==> src/hdl/link_pkg.sv <==
// shared constants for the link control/status attention block
package link_pkg;
   // apb byte addresses, one aligned word each
   localparam logic [7:0] LCS_ADDR  = 8'h00; // link control status
   localparam logic [7:0] STS_ADDR  = 8'h04; // sticky event status
   localparam logic [7:0] MASK_ADDR = 8'h08; // event mask
   localparam logic [7:0] CFG_ADDR  = 8'h0c; // link configuration
   // link control status bit positions
   localparam int B_GO    = 0;  // go, reads zero
   localparam int B_FNCT1 = 1;  // cycle type sent to companion
   localparam int B_FAR   = 2;  // far interrupt request out
   localparam int B_BURST = 3;  // burst/block select out
   localparam int B_IE    = 6;  // interrupt enable
   localparam int B_READY = 7;  // ready flag
   localparam int B_STC   = 9;  // companion cycle type
   localparam int B_STB   = 10; // companion far interrupt
   localparam int B_STA   = 11; // companion burst/block
   localparam int B_ATTENTION_FLAG  = 13; // attention flag
   localparam int B_ERR   = 15; // error flag
   // writable storage bits: 1..6 and 8
   localparam logic [15:0] LCS_WMASK = 16'h017e;
   localparam logic [15:0] LCS_RESET = 16'h0000;
   localparam logic        READY_RESET = 1'h1;
   // configuration register: bit 0 marks a mixed-type link
   localparam int B_MIXED = 0;
   // event bits of the sticky status and mask registers
   localparam int EV_ERR = 0;   // error while interrupts enabled
   localparam int EV_FAR = 1;   // companion interrupt request rose
   localparam int EV_PF  = 2;   // companion power fail rose
   localparam int NEV    = 3;
   localparam logic [2:0] MASK_RESET = 3'h7;
   // cable input count through the synchroniser
   localparam int NCABLE = 5;
endpackage : link_pkg

==> src/hdl/cable_if.sv <==
// synchronised cable levels between synchroniser and core
`timescale 1ns/100ps
interface cable_if;
   logic cyc_type;   // companion cycle type level
   logic far_int;    // companion far interrupt request
   logic burst_sel;  // companion burst/block select
   logic power_fail; // companion power fail signal
   logic attention_flag_req;   // ordinary local attention cause
   modport sync_side (output cyc_type, far_int, burst_sel,
                      power_fail, attention_flag_req);
   modport core_side (input cyc_type, far_int, burst_sel,
                      power_fail, attention_flag_req);
endinterface : cable_if

==> src/hdl/link_sync.sv <==
// three-stage synchroniser with agreement filter for cable pins
`timescale 1ns/100ps
module link_sync import link_pkg::*; #(
   parameter int W = NCABLE
) (
   input  wire logic         mclk,
   input  wire logic         reset_n,
   input  wire logic [W-1:0] raw,
   cable_if.sync_side        lk
);
   typedef struct packed {
      logic [W-1:0] s1; // first stage, read by s2 only
      logic [W-1:0] s2;
      logic [W-1:0] s3;
      logic [W-1:0] q;  // accepted level
   } sync_type;
   sync_type st, next_st;
   // a level counts only once stages two and three agree
   always_comb begin
      next_st = st;
      next_st.s1 = raw;
      next_st.s2 = st.s1;
      next_st.s3 = st.s2;
      for (int i = 0; i < W; i++) begin
         if (st.s2[i] == st.s3[i]) next_st.q[i] = st.s3[i];
      end
   end
   always_ff @(posedge mclk or negedge reset_n) begin
      if (!reset_n) st <= '0;
      else          st <= next_st;
   end
   assign {lk.attention_flag_req, lk.power_fail, lk.burst_sel,
           lk.far_int, lk.cyc_type} = st.q;
endmodule : link_sync

==> src/hdl/event_flags.sv <==
// sticky event status, mask and level interrupt
`timescale 1ns/100ps
module event_flags import link_pkg::*; #(
   parameter int N = NEV
) (
   input  wire logic         mclk,
   input  wire logic         reset_n,
   input  wire logic [N-1:0] set_ev,
   input  wire logic         clr_we,
   input  wire logic [N-1:0] clr_data,
   input  wire logic         mask_we,
   input  wire logic [N-1:0] mask_data,
   output logic      [N-1:0] status,
   output logic      [N-1:0] mask,
   output logic              irq
);
   typedef struct packed {
      logic [N-1:0] sts;
      logic [N-1:0] msk;
      logic         irq;
   } ev_type;
   ev_type st, next_st;
   // write one clears; a same-cycle event wins over the clear
   always_comb begin
      next_st = st;
      if (clr_we) next_st.sts = st.sts & ~clr_data;
      next_st.sts = next_st.sts | set_ev;
      if (mask_we) next_st.msk = mask_data;
      next_st.irq = |(next_st.sts & next_st.msk);
   end
   always_ff @(posedge mclk or negedge reset_n) begin
      if (!reset_n) begin
         st.sts <= '0;
         st.msk <= N'(MASK_RESET);
         st.irq <= 1'b0;
      end else begin
         st <= next_st;
      end
   end
   assign status = st.sts;
   assign mask   = st.msk;
   assign irq    = st.irq;
endmodule : event_flags

==> src/hdl/link_status_attention_bits.sv <==
// link control status register with companion status and attention
//
// Decided for this implementation: the register addresses and register access over APB.
`timescale 1ns/100ps
module link_status_attention_bits import link_pkg::*; (
   input  wire logic        mclk,
   input  wire logic        reset_n,
   // apb slave
   input  wire logic [7:0]  paddr,
   input  wire logic        psel,
   input  wire logic        penable,
   input  wire logic        pwrite,
   input  wire logic [31:0] pwdata,
   output logic      [31:0] prdata,
   output logic             pready,
   output logic             pslverr,
   // cable from the companion board
   input  wire logic        companion_cycle_type,
   input  wire logic        companion_far_interrupt_request,
   input  wire logic        companion_burst_block_select,
   input  wire logic        companion_power_fail_signal,
   input  wire logic        attention_request,
   // cable toward the companion board
   output logic             cycle_type_out,
   output logic             far_interrupt_request,
   output logic             burst_block_select,
   output logic             burst_hold_request,
   // host interrupt
   output logic             host_irq
);

   ////////////////////////////////////////////////////////////////////
   // state

   typedef struct packed {
      logic [15:0] ctl;       // writable control storage
      logic        ready;     // ready flag
      logic        attention_flag;      // attention flag
      logic        err;       // error flag
      logic        mixed;     // mixed-type link configured
      logic        far_d;     // far request, previous cycle
      logic        pf_d;      // power fail, previous cycle
      logic        ar_d;      // local attention, previous cycle
      logic        pready;    // apb answer
      logic        pslverr;   // apb error answer
      logic [31:0] prdata;    // apb read data
      logic        fnct1;     // cycle type toward companion
      logic        far;       // far request toward companion
      logic        burst;     // burst/block toward companion
      logic        hold;      // burst hold request
   } core_type;

   core_type st, next_st;     // registered and next state

   cable_if lk ();            // synchronised cable levels

   logic [NEV-1:0] ev_set;    // event pulses into the flags
   logic [NEV-1:0] ev_status; // sticky status readback
   logic [NEV-1:0] ev_mask;   // mask readback
   logic           ev_clr_we; // status write strobe
   logic           ev_msk_we; // mask write strobe

   logic apb_req;             // access phase, answer not yet given
   logic apb_done;            // access phase completing this edge
   logic wr_lcs;              // completing write to control status
   logic wr_cfg;              // completing write to configuration
   logic far_rise;            // companion request became set
   logic pf_rise;             // companion power fail became set
   logic ar_rise;             // local attention cause became set
   logic set_any;             // any attention source this cycle
   logic clr_attention_flag;            // software clear allowed this cycle

   ////////////////////////////////////////////////////////////////////
   // helpers

   // address decode shared by the read and write paths
   function automatic logic is_addr(input logic [7:0] a,
                                    input logic [7:0] r);
      is_addr = (a == r);
   endfunction : is_addr

   // composes the control status word as software sees it
   function automatic logic [15:0] lcs_value(input core_type s,
                                             input logic c,
                                             input logic b,
                                             input logic a);
      logic [15:0] v;
      v = s.ctl & LCS_WMASK;
      v[B_READY] = s.ready;
      v[B_STC]   = c;
      v[B_STB]   = b;
      v[B_STA]   = a;
      v[B_ATTENTION_FLAG]  = s.attention_flag;
      v[B_ERR]   = s.err;
      lcs_value = v;
   endfunction : lcs_value

   ////////////////////////////////////////////////////////////////////
   // submodules

   // cable pins come from another machine: four flops each
   link_sync #(.W(NCABLE)) u_sync (
      .mclk    (mclk),
      .reset_n (reset_n),
      .raw     ({attention_request,
                 companion_power_fail_signal,
                 companion_burst_block_select,
                 companion_far_interrupt_request,
                 companion_cycle_type}),
      .lk      (lk.sync_side)
   );

   // sticky events gated by the mask onto the host interrupt
   event_flags #(.N(NEV)) u_flags (
      .mclk      (mclk),
      .reset_n   (reset_n),
      .set_ev    (ev_set),
      .clr_we    (ev_clr_we),
      .clr_data  (pwdata[NEV-1:0]),
      .mask_we   (ev_msk_we),
      .mask_data (pwdata[NEV-1:0]),
      .status    (ev_status),
      .mask      (ev_mask),
      .irq       (host_irq)
   );

   ////////////////////////////////////////////////////////////////////
   // bus strobes and edge detection

   // one wait state: answer on the second access-phase edge
   assign apb_req   = psel & penable & ~st.pready;
   assign apb_done  = psel & penable & st.pready;
   assign wr_lcs    = apb_done & pwrite & is_addr(paddr, LCS_ADDR);
   assign wr_cfg    = apb_done & pwrite & is_addr(paddr, CFG_ADDR);
   assign ev_clr_we = apb_done & pwrite & is_addr(paddr, STS_ADDR);
   assign ev_msk_we = apb_done & pwrite & is_addr(paddr, MASK_ADDR);

   // edges of the synchronised cable levels
   assign far_rise = lk.far_int & ~st.far_d;
   assign pf_rise  = lk.power_fail & ~st.pf_d;
   assign ar_rise  = lk.attention_flag_req & ~st.ar_d;

   // far request is a level source: it holds attention set
   assign set_any  = lk.far_int | pf_rise | ar_rise;

   // a zero in bit 13 clears, unless the companion still requests
   assign clr_attention_flag = wr_lcs & ~pwdata[B_ATTENTION_FLAG]
                     & ~lk.far_int;

   // events for the sticky status register
   always_comb begin
      ev_set         = '0;
      ev_set[EV_ERR] = st.err & st.ctl[B_IE];
      ev_set[EV_FAR] = far_rise;
      ev_set[EV_PF]  = pf_rise;
   end

   ////////////////////////////////////////////////////////////////////
   // next state

   always_comb begin
      next_st = st;
      // edge history
      next_st.far_d = lk.far_int;
      next_st.pf_d  = lk.power_fail;
      next_st.ar_d  = lk.attention_flag_req;

      // software writes touch only the storage bits
      if (wr_lcs) begin
         next_st.ctl = pwdata[15:0] & LCS_WMASK;
      end
      if (wr_cfg) begin
         next_st.mixed = pwdata[B_MIXED];
      end

      // ready: go clears it, companion request sets it
      if (wr_lcs && pwdata[B_GO]) begin
         next_st.ready = 1'b0;
      end
      if (far_rise) begin
         next_st.ready = 1'b1;
      end

      // attention: set wins over the clear in the same cycle
      next_st.attention_flag = (st.attention_flag & ~clr_attention_flag) | set_any;
      // error forced by attention, cleared together with it
      next_st.err = ((st.err | st.attention_flag) & ~clr_attention_flag)
                    | set_any;

      // cable outputs follow the stored function bits
      next_st.fnct1 = next_st.ctl[B_FNCT1];
      next_st.far   = next_st.ctl[B_FAR];
      // a mixed link must see our select held cleared
      next_st.burst = next_st.ctl[B_BURST]
                      & ~next_st.mixed;
      // burst holding is not usable on a mixed link
      next_st.hold  = ~next_st.ctl[B_BURST]
                      & ~next_st.mixed;

      // apb answer and read data, loaded on the wait edge
      next_st.pready  = apb_req;
      next_st.pslverr = 1'b0;
      if (apb_req) begin
         next_st.prdata = '0;
         if (is_addr(paddr, LCS_ADDR)) begin
            next_st.prdata[15:0] = lcs_value(st, lk.cyc_type,
                                             lk.far_int,
                                             lk.burst_sel);
         end else if (is_addr(paddr, STS_ADDR)) begin
            next_st.prdata[NEV-1:0] = ev_status;
         end else if (is_addr(paddr, MASK_ADDR)) begin
            next_st.prdata[NEV-1:0] = ev_mask;
         end else if (is_addr(paddr, CFG_ADDR)) begin
            next_st.prdata[B_MIXED] = st.mixed;
         end else begin
            // unmapped: error answer, writes ignored
            next_st.pslverr = 1'b1;
         end
      end
   end

   ////////////////////////////////////////////////////////////////////
   // state register

   // reset loads constants only; the far request, if still held,
   // re-sets attention a few cycles after release
   always_ff @(posedge mclk or negedge reset_n) begin
      if (!reset_n) begin
         st       <= '0;
         st.ctl   <= LCS_RESET;
         st.ready <= READY_RESET;
         st.hold  <= 1'b1;
      end else begin
         st <= next_st;
      end
   end

   ////////////////////////////////////////////////////////////////////
   // outputs, all straight from flops

   assign prdata                = st.prdata;
   assign pready                = st.pready;
   assign pslverr               = st.pslverr;
   assign cycle_type_out        = st.fnct1;
   assign far_interrupt_request = st.far;
   assign burst_block_select    = st.burst;
   assign burst_hold_request    = st.hold;
endmodule : link_status_attention_bits

==> config.mk <==
export PLATFORM = sky130hd
export DESIGN_NAME = link_status_attention_bits
export DESIGN_NICKNAME = d
export VERILOG_FILES = /design/src/hdl/link_pkg.sv /design/src/hdl/cable_if.sv /design/src/hdl/link_sync.sv /design/src/hdl/event_flags.sv /design/src/hdl/link_status_attention_bits.sv
export SDC_FILE = /design/constraint.sdc
export NUM_CORES = 1
export LEC_CHECK = 0
export BUFFER_PORTS_ARGS = -buffer_cell sky130_fd_sc_hd__buf_2
export CORE_MARGIN = 2
export CORE_UTILIZATION = 48
export DETAILED_ROUTE_END_ITERATION = 6
export GPL_ROUTABILITY_DRIVEN = 0
export PLACE_DENSITY = 0.78
export SETUP_SLACK_MARGIN = 0.05
export SYNTH_ARGS = -nofsm -noshare
export SYNTH_HDL_FRONTEND = slang
export SYNTH_SLANG_ARGS = --single-unit
==> constraint.sdc <==
create_clock -name mclk -period 1.78 [get_ports mclk]
set_clock_uncertainty 0.05 [all_clocks]
set_input_delay 0.089 -clock mclk [delete_from_list [all_inputs] [get_ports mclk]]
set_output_delay 0.089 -clock mclk [all_outputs]
set_load 0.05 [all_outputs]
==> impl_results.md <==
* Layout Nets at 281
* Wirelength per Cell at 12.7 um
* Sequential element share of the synthesized area at 0.626
* Final period util at 0.940
* Vias in the first global route at 1327
* Die Span Y at 74.2 um
* Area share of the largest cell type after synthesis at 0.571
* Pleak at 0.00143 uW
* Seq cells post-synth at 59
* Worst Hold Launch: paddr[4]
* Pwr dens at 978 nW/um^2
* Final Setup Violations at 0
* Flop2flop setup slack at 0.11 ns
* Number of synthesized flops with an enable pin at 0
* Synth Warn # at 0
* RSZ-0062 raised after global routing: true
* Std cell rows at 25
* Via count at 1392
* Total Power at 2800 uW
* Avg Cell Area, Syn at 13.5 sq um
* Post-Synth XOR/XNOR Area at 0
* Hold path cells at 3
* Biggest area consumer among synthesized cells: dfrtp_1
* Post-layout minimum cycle time at 1.67 ns
* Total clock sinks at 59
* Complex-gate fraction of the synthesized area at 0.0835
* Mux cell area share after synthesis at 0.0671
* Bufs on Longest Clock Path at 2
* DRT iter0 DRCs at 82
* First-pass GRT wire length at 6140 um
* Core ar. at 4750 sq um
* R2R depth at 5
* Max-cap check violation count at 0
* CP endpoint kind: register
* Root buffer cell: clkbuf_8
* Buffers on Ports at 47
* Status: finished, final reports clean
* DRC at 0
* Main synth FF type: dfrtp_1
* Fin. Hold Viols at 0
* Clock latency on the worst-skew pair at 0.32 ns
* Post-Synth Simple-Gate Area at 0.0809
* Number of distinct library cells after synthesis at 38
* Setup CP Type: register to register
* Mapped Cells at 175
* Vias per cell at 4.59
* Synth Area in Adders at 0.0211
* Synth top area cells: dfrtp_1 (57%), buf_4 (10%), dfstp_2 (5.5%)
* GRT Resource Usage Total at 0.154
* Max-slew violations at 0
* Most frequent cells in the layout: dfrtp_1 (53), buf_2 (47), conb_1 (18)
* Fraction of registers with async set or reset after synthesis at 1.00
* DIE WIDTH at 74.2 um
* Antenna violations before repair at 0
* CP cell instances: and4_1, nand4_1, mux2_2, o21a_1, a221o_1
* Reg2reg start: pready$_DFF_PN0_
* DRT Wirelength at 3840 um
* DR pass1 iterations at 4
* Area of the mapped netlist at 2370 sq um
* Initial Util at 0.498
* H-tree depth at 3
* Min-delay worst type: primary input to register
* Worst EP arrival at 1.82 ns
* Worst reg2reg path endpoint: u_flags.irq$_DFF_PN0_
* Setup tns final at 0 ns
* Share of layout cells above drive strength 1 at 0.386
* CTS buffer count at 9
* Total grt overflow at 0
* Die ar. at 5510 sq um
* Clock transition at path regs at 0.06 ns
* Crit start category: register
* Antenna diode count at 0
* P&R area growth vs syn at 20.7%
* Fillcell total at 390
* Ports at 89
* Max stage delay on crit path at 0.35 ns
* Final ANT Viol Nets at 0
* CTS tree: built
* Slowest stage cell, crit path: dfrtp_2
* Most common cell after layout, fill and taps aside: dfrtp_1
* Worst VDD drop at 0.627 mV
* Crit-path max FO at 3
* Post-CTS Setup Bufs at 0
* Hold endpoint: pslverr$_DFF_PN0_
* F_max at 598 MHz
* Largest family of logic cells by synthesized area: buffers and inverters
* Largest net degree at the start of global routing at 42
* Hpwl dp at 2590 um
* CP Data Required Time at 1.93 ns
-- worst max-delay path, delay by kind of cell (launching register included) --
family / cells / cell delay [ns]
AO/OA/AOI/OAI: 2 / 0.38
flip-flops: 1 / 0.35
multiplexers: 1 / 0.35
AND/OR/NAND/NOR: 2 / 0.43
-- cell type report --
type                    count  area [sq um]  share of cell area
well taps                  67          83.8              0.0293
clock buffers              13           149              0.0521
clock inverters             3          40.0              0.0140
flip-flops and latches     59          1480               0.519
multi-input cells          94           676               0.236
inverters                   2          7.51             0.00263
repair buffers             65           418               0.146
-- worst max path at each step --
stage	depth (start not counted)	to	slack, ns	startpoint
2_1_floorplan	6	u_flags.irq$_DFF_PN0_	0.04	pready$_DFF_PN0_
3_3_place_gp	6	u_flags.irq$_DFF_PN0_	0.02	paddr[7]
3_5_place_dp	6	u_flags.irq$_DFF_PN0_	-0.005	paddr[7]
4_1_cts	5	u_flags.irq$_DFF_PN0_	0.05	pready$_DFF_PN0_
5_1_grt	5	u_flags.irq$_DFF_PN0_	0.03	pready$_DFF_PN0_
6_report	5	u_flags.irq$_DFF_PN0_	0.11	pready$_DFF_PN0_
-- flip-flops by register name, indices dropped and copies added, names as in the netlist --
signal	flops
st	14
prdata	14
pslverr	1
u_sync.lk.far_int	1
u_flags.status	3
u_sync.lk.power_fail	1
u_flags.mask	3
burst_hold_request	1
pready	1
u_sync.next_st	10
u_sync.st	5
burst_block_select	1
u_sync.lk.burst_sel	1
u_flags.irq	1
u_sync.lk.attention_flag_req	1
u_sync.lk.cyc_type	1
-- cells in the mapped netlist (all sizes together), types with 2 or more instances --
cell / number
and3: 2
a21oi: 3
dfrtp: 54
and2b: 2
buf: 35
mux2i: 2
nor2b: 4
and4: 2
nor2: 5
nand3: 4
a21o: 2
mux2: 12
nand2: 7
a22o: 12
clkbuf: 2
dfstp: 5
or2: 2
inv: 2
maj3: 5
o21ai: 3
-- what timing repair did --
action | in CTS | in global routing
endpoints found under the hold margin | 34 | 0
gates resized for setup | 0 | 1
hold buffers | 14 | 0
setup endpoints to repair | 0 | 3
-- report_power, final --
group / leakage (uW) / total (uW) / internal [uW] / switching, uW
registers: 0.000729 / 1410 / 1380 / 21.2
logic: 0.000608 / 245 / 74.4 / 170
clock network: 0.0000974 / 1150 / 681 / 464
-- kinds of logic after synthesis --
| group | after synthesis |
|---|---|
| buf+inv | 39 |
| simple gates | 31 |
| compound gates | 26 |
| flops | 59 |
| other cells | 1 |
| fa+ha+maj | 5 |
| mux | 14 |
-- through the flow --
stage	instance area, sq um	hold WS [ns]	setup WS, ns	instances	util
floorplan	2440	-0.257	0.0442	192	-
global placement	2530	0.00316	0.0170	273	0.532
detailed placement	2530	0.0149	-0.00465	273	0.532
CTS	2860	0.0197	0.0530	303	0.601
global route	2860	0.0351	0.0258	303	0.601
finish	2860	0.0379	0.106	303	0.601
-- routing by layer --
metal | wire length (um) | track usage
met1 | 1820 | 0.200
met2 | 1790 | 0.233
met3 | 210 | 0.0569
met4 | 14 | 0.0714
met5 | 0 | 0
Note: power is estimated with default switching activity, not from simulation.
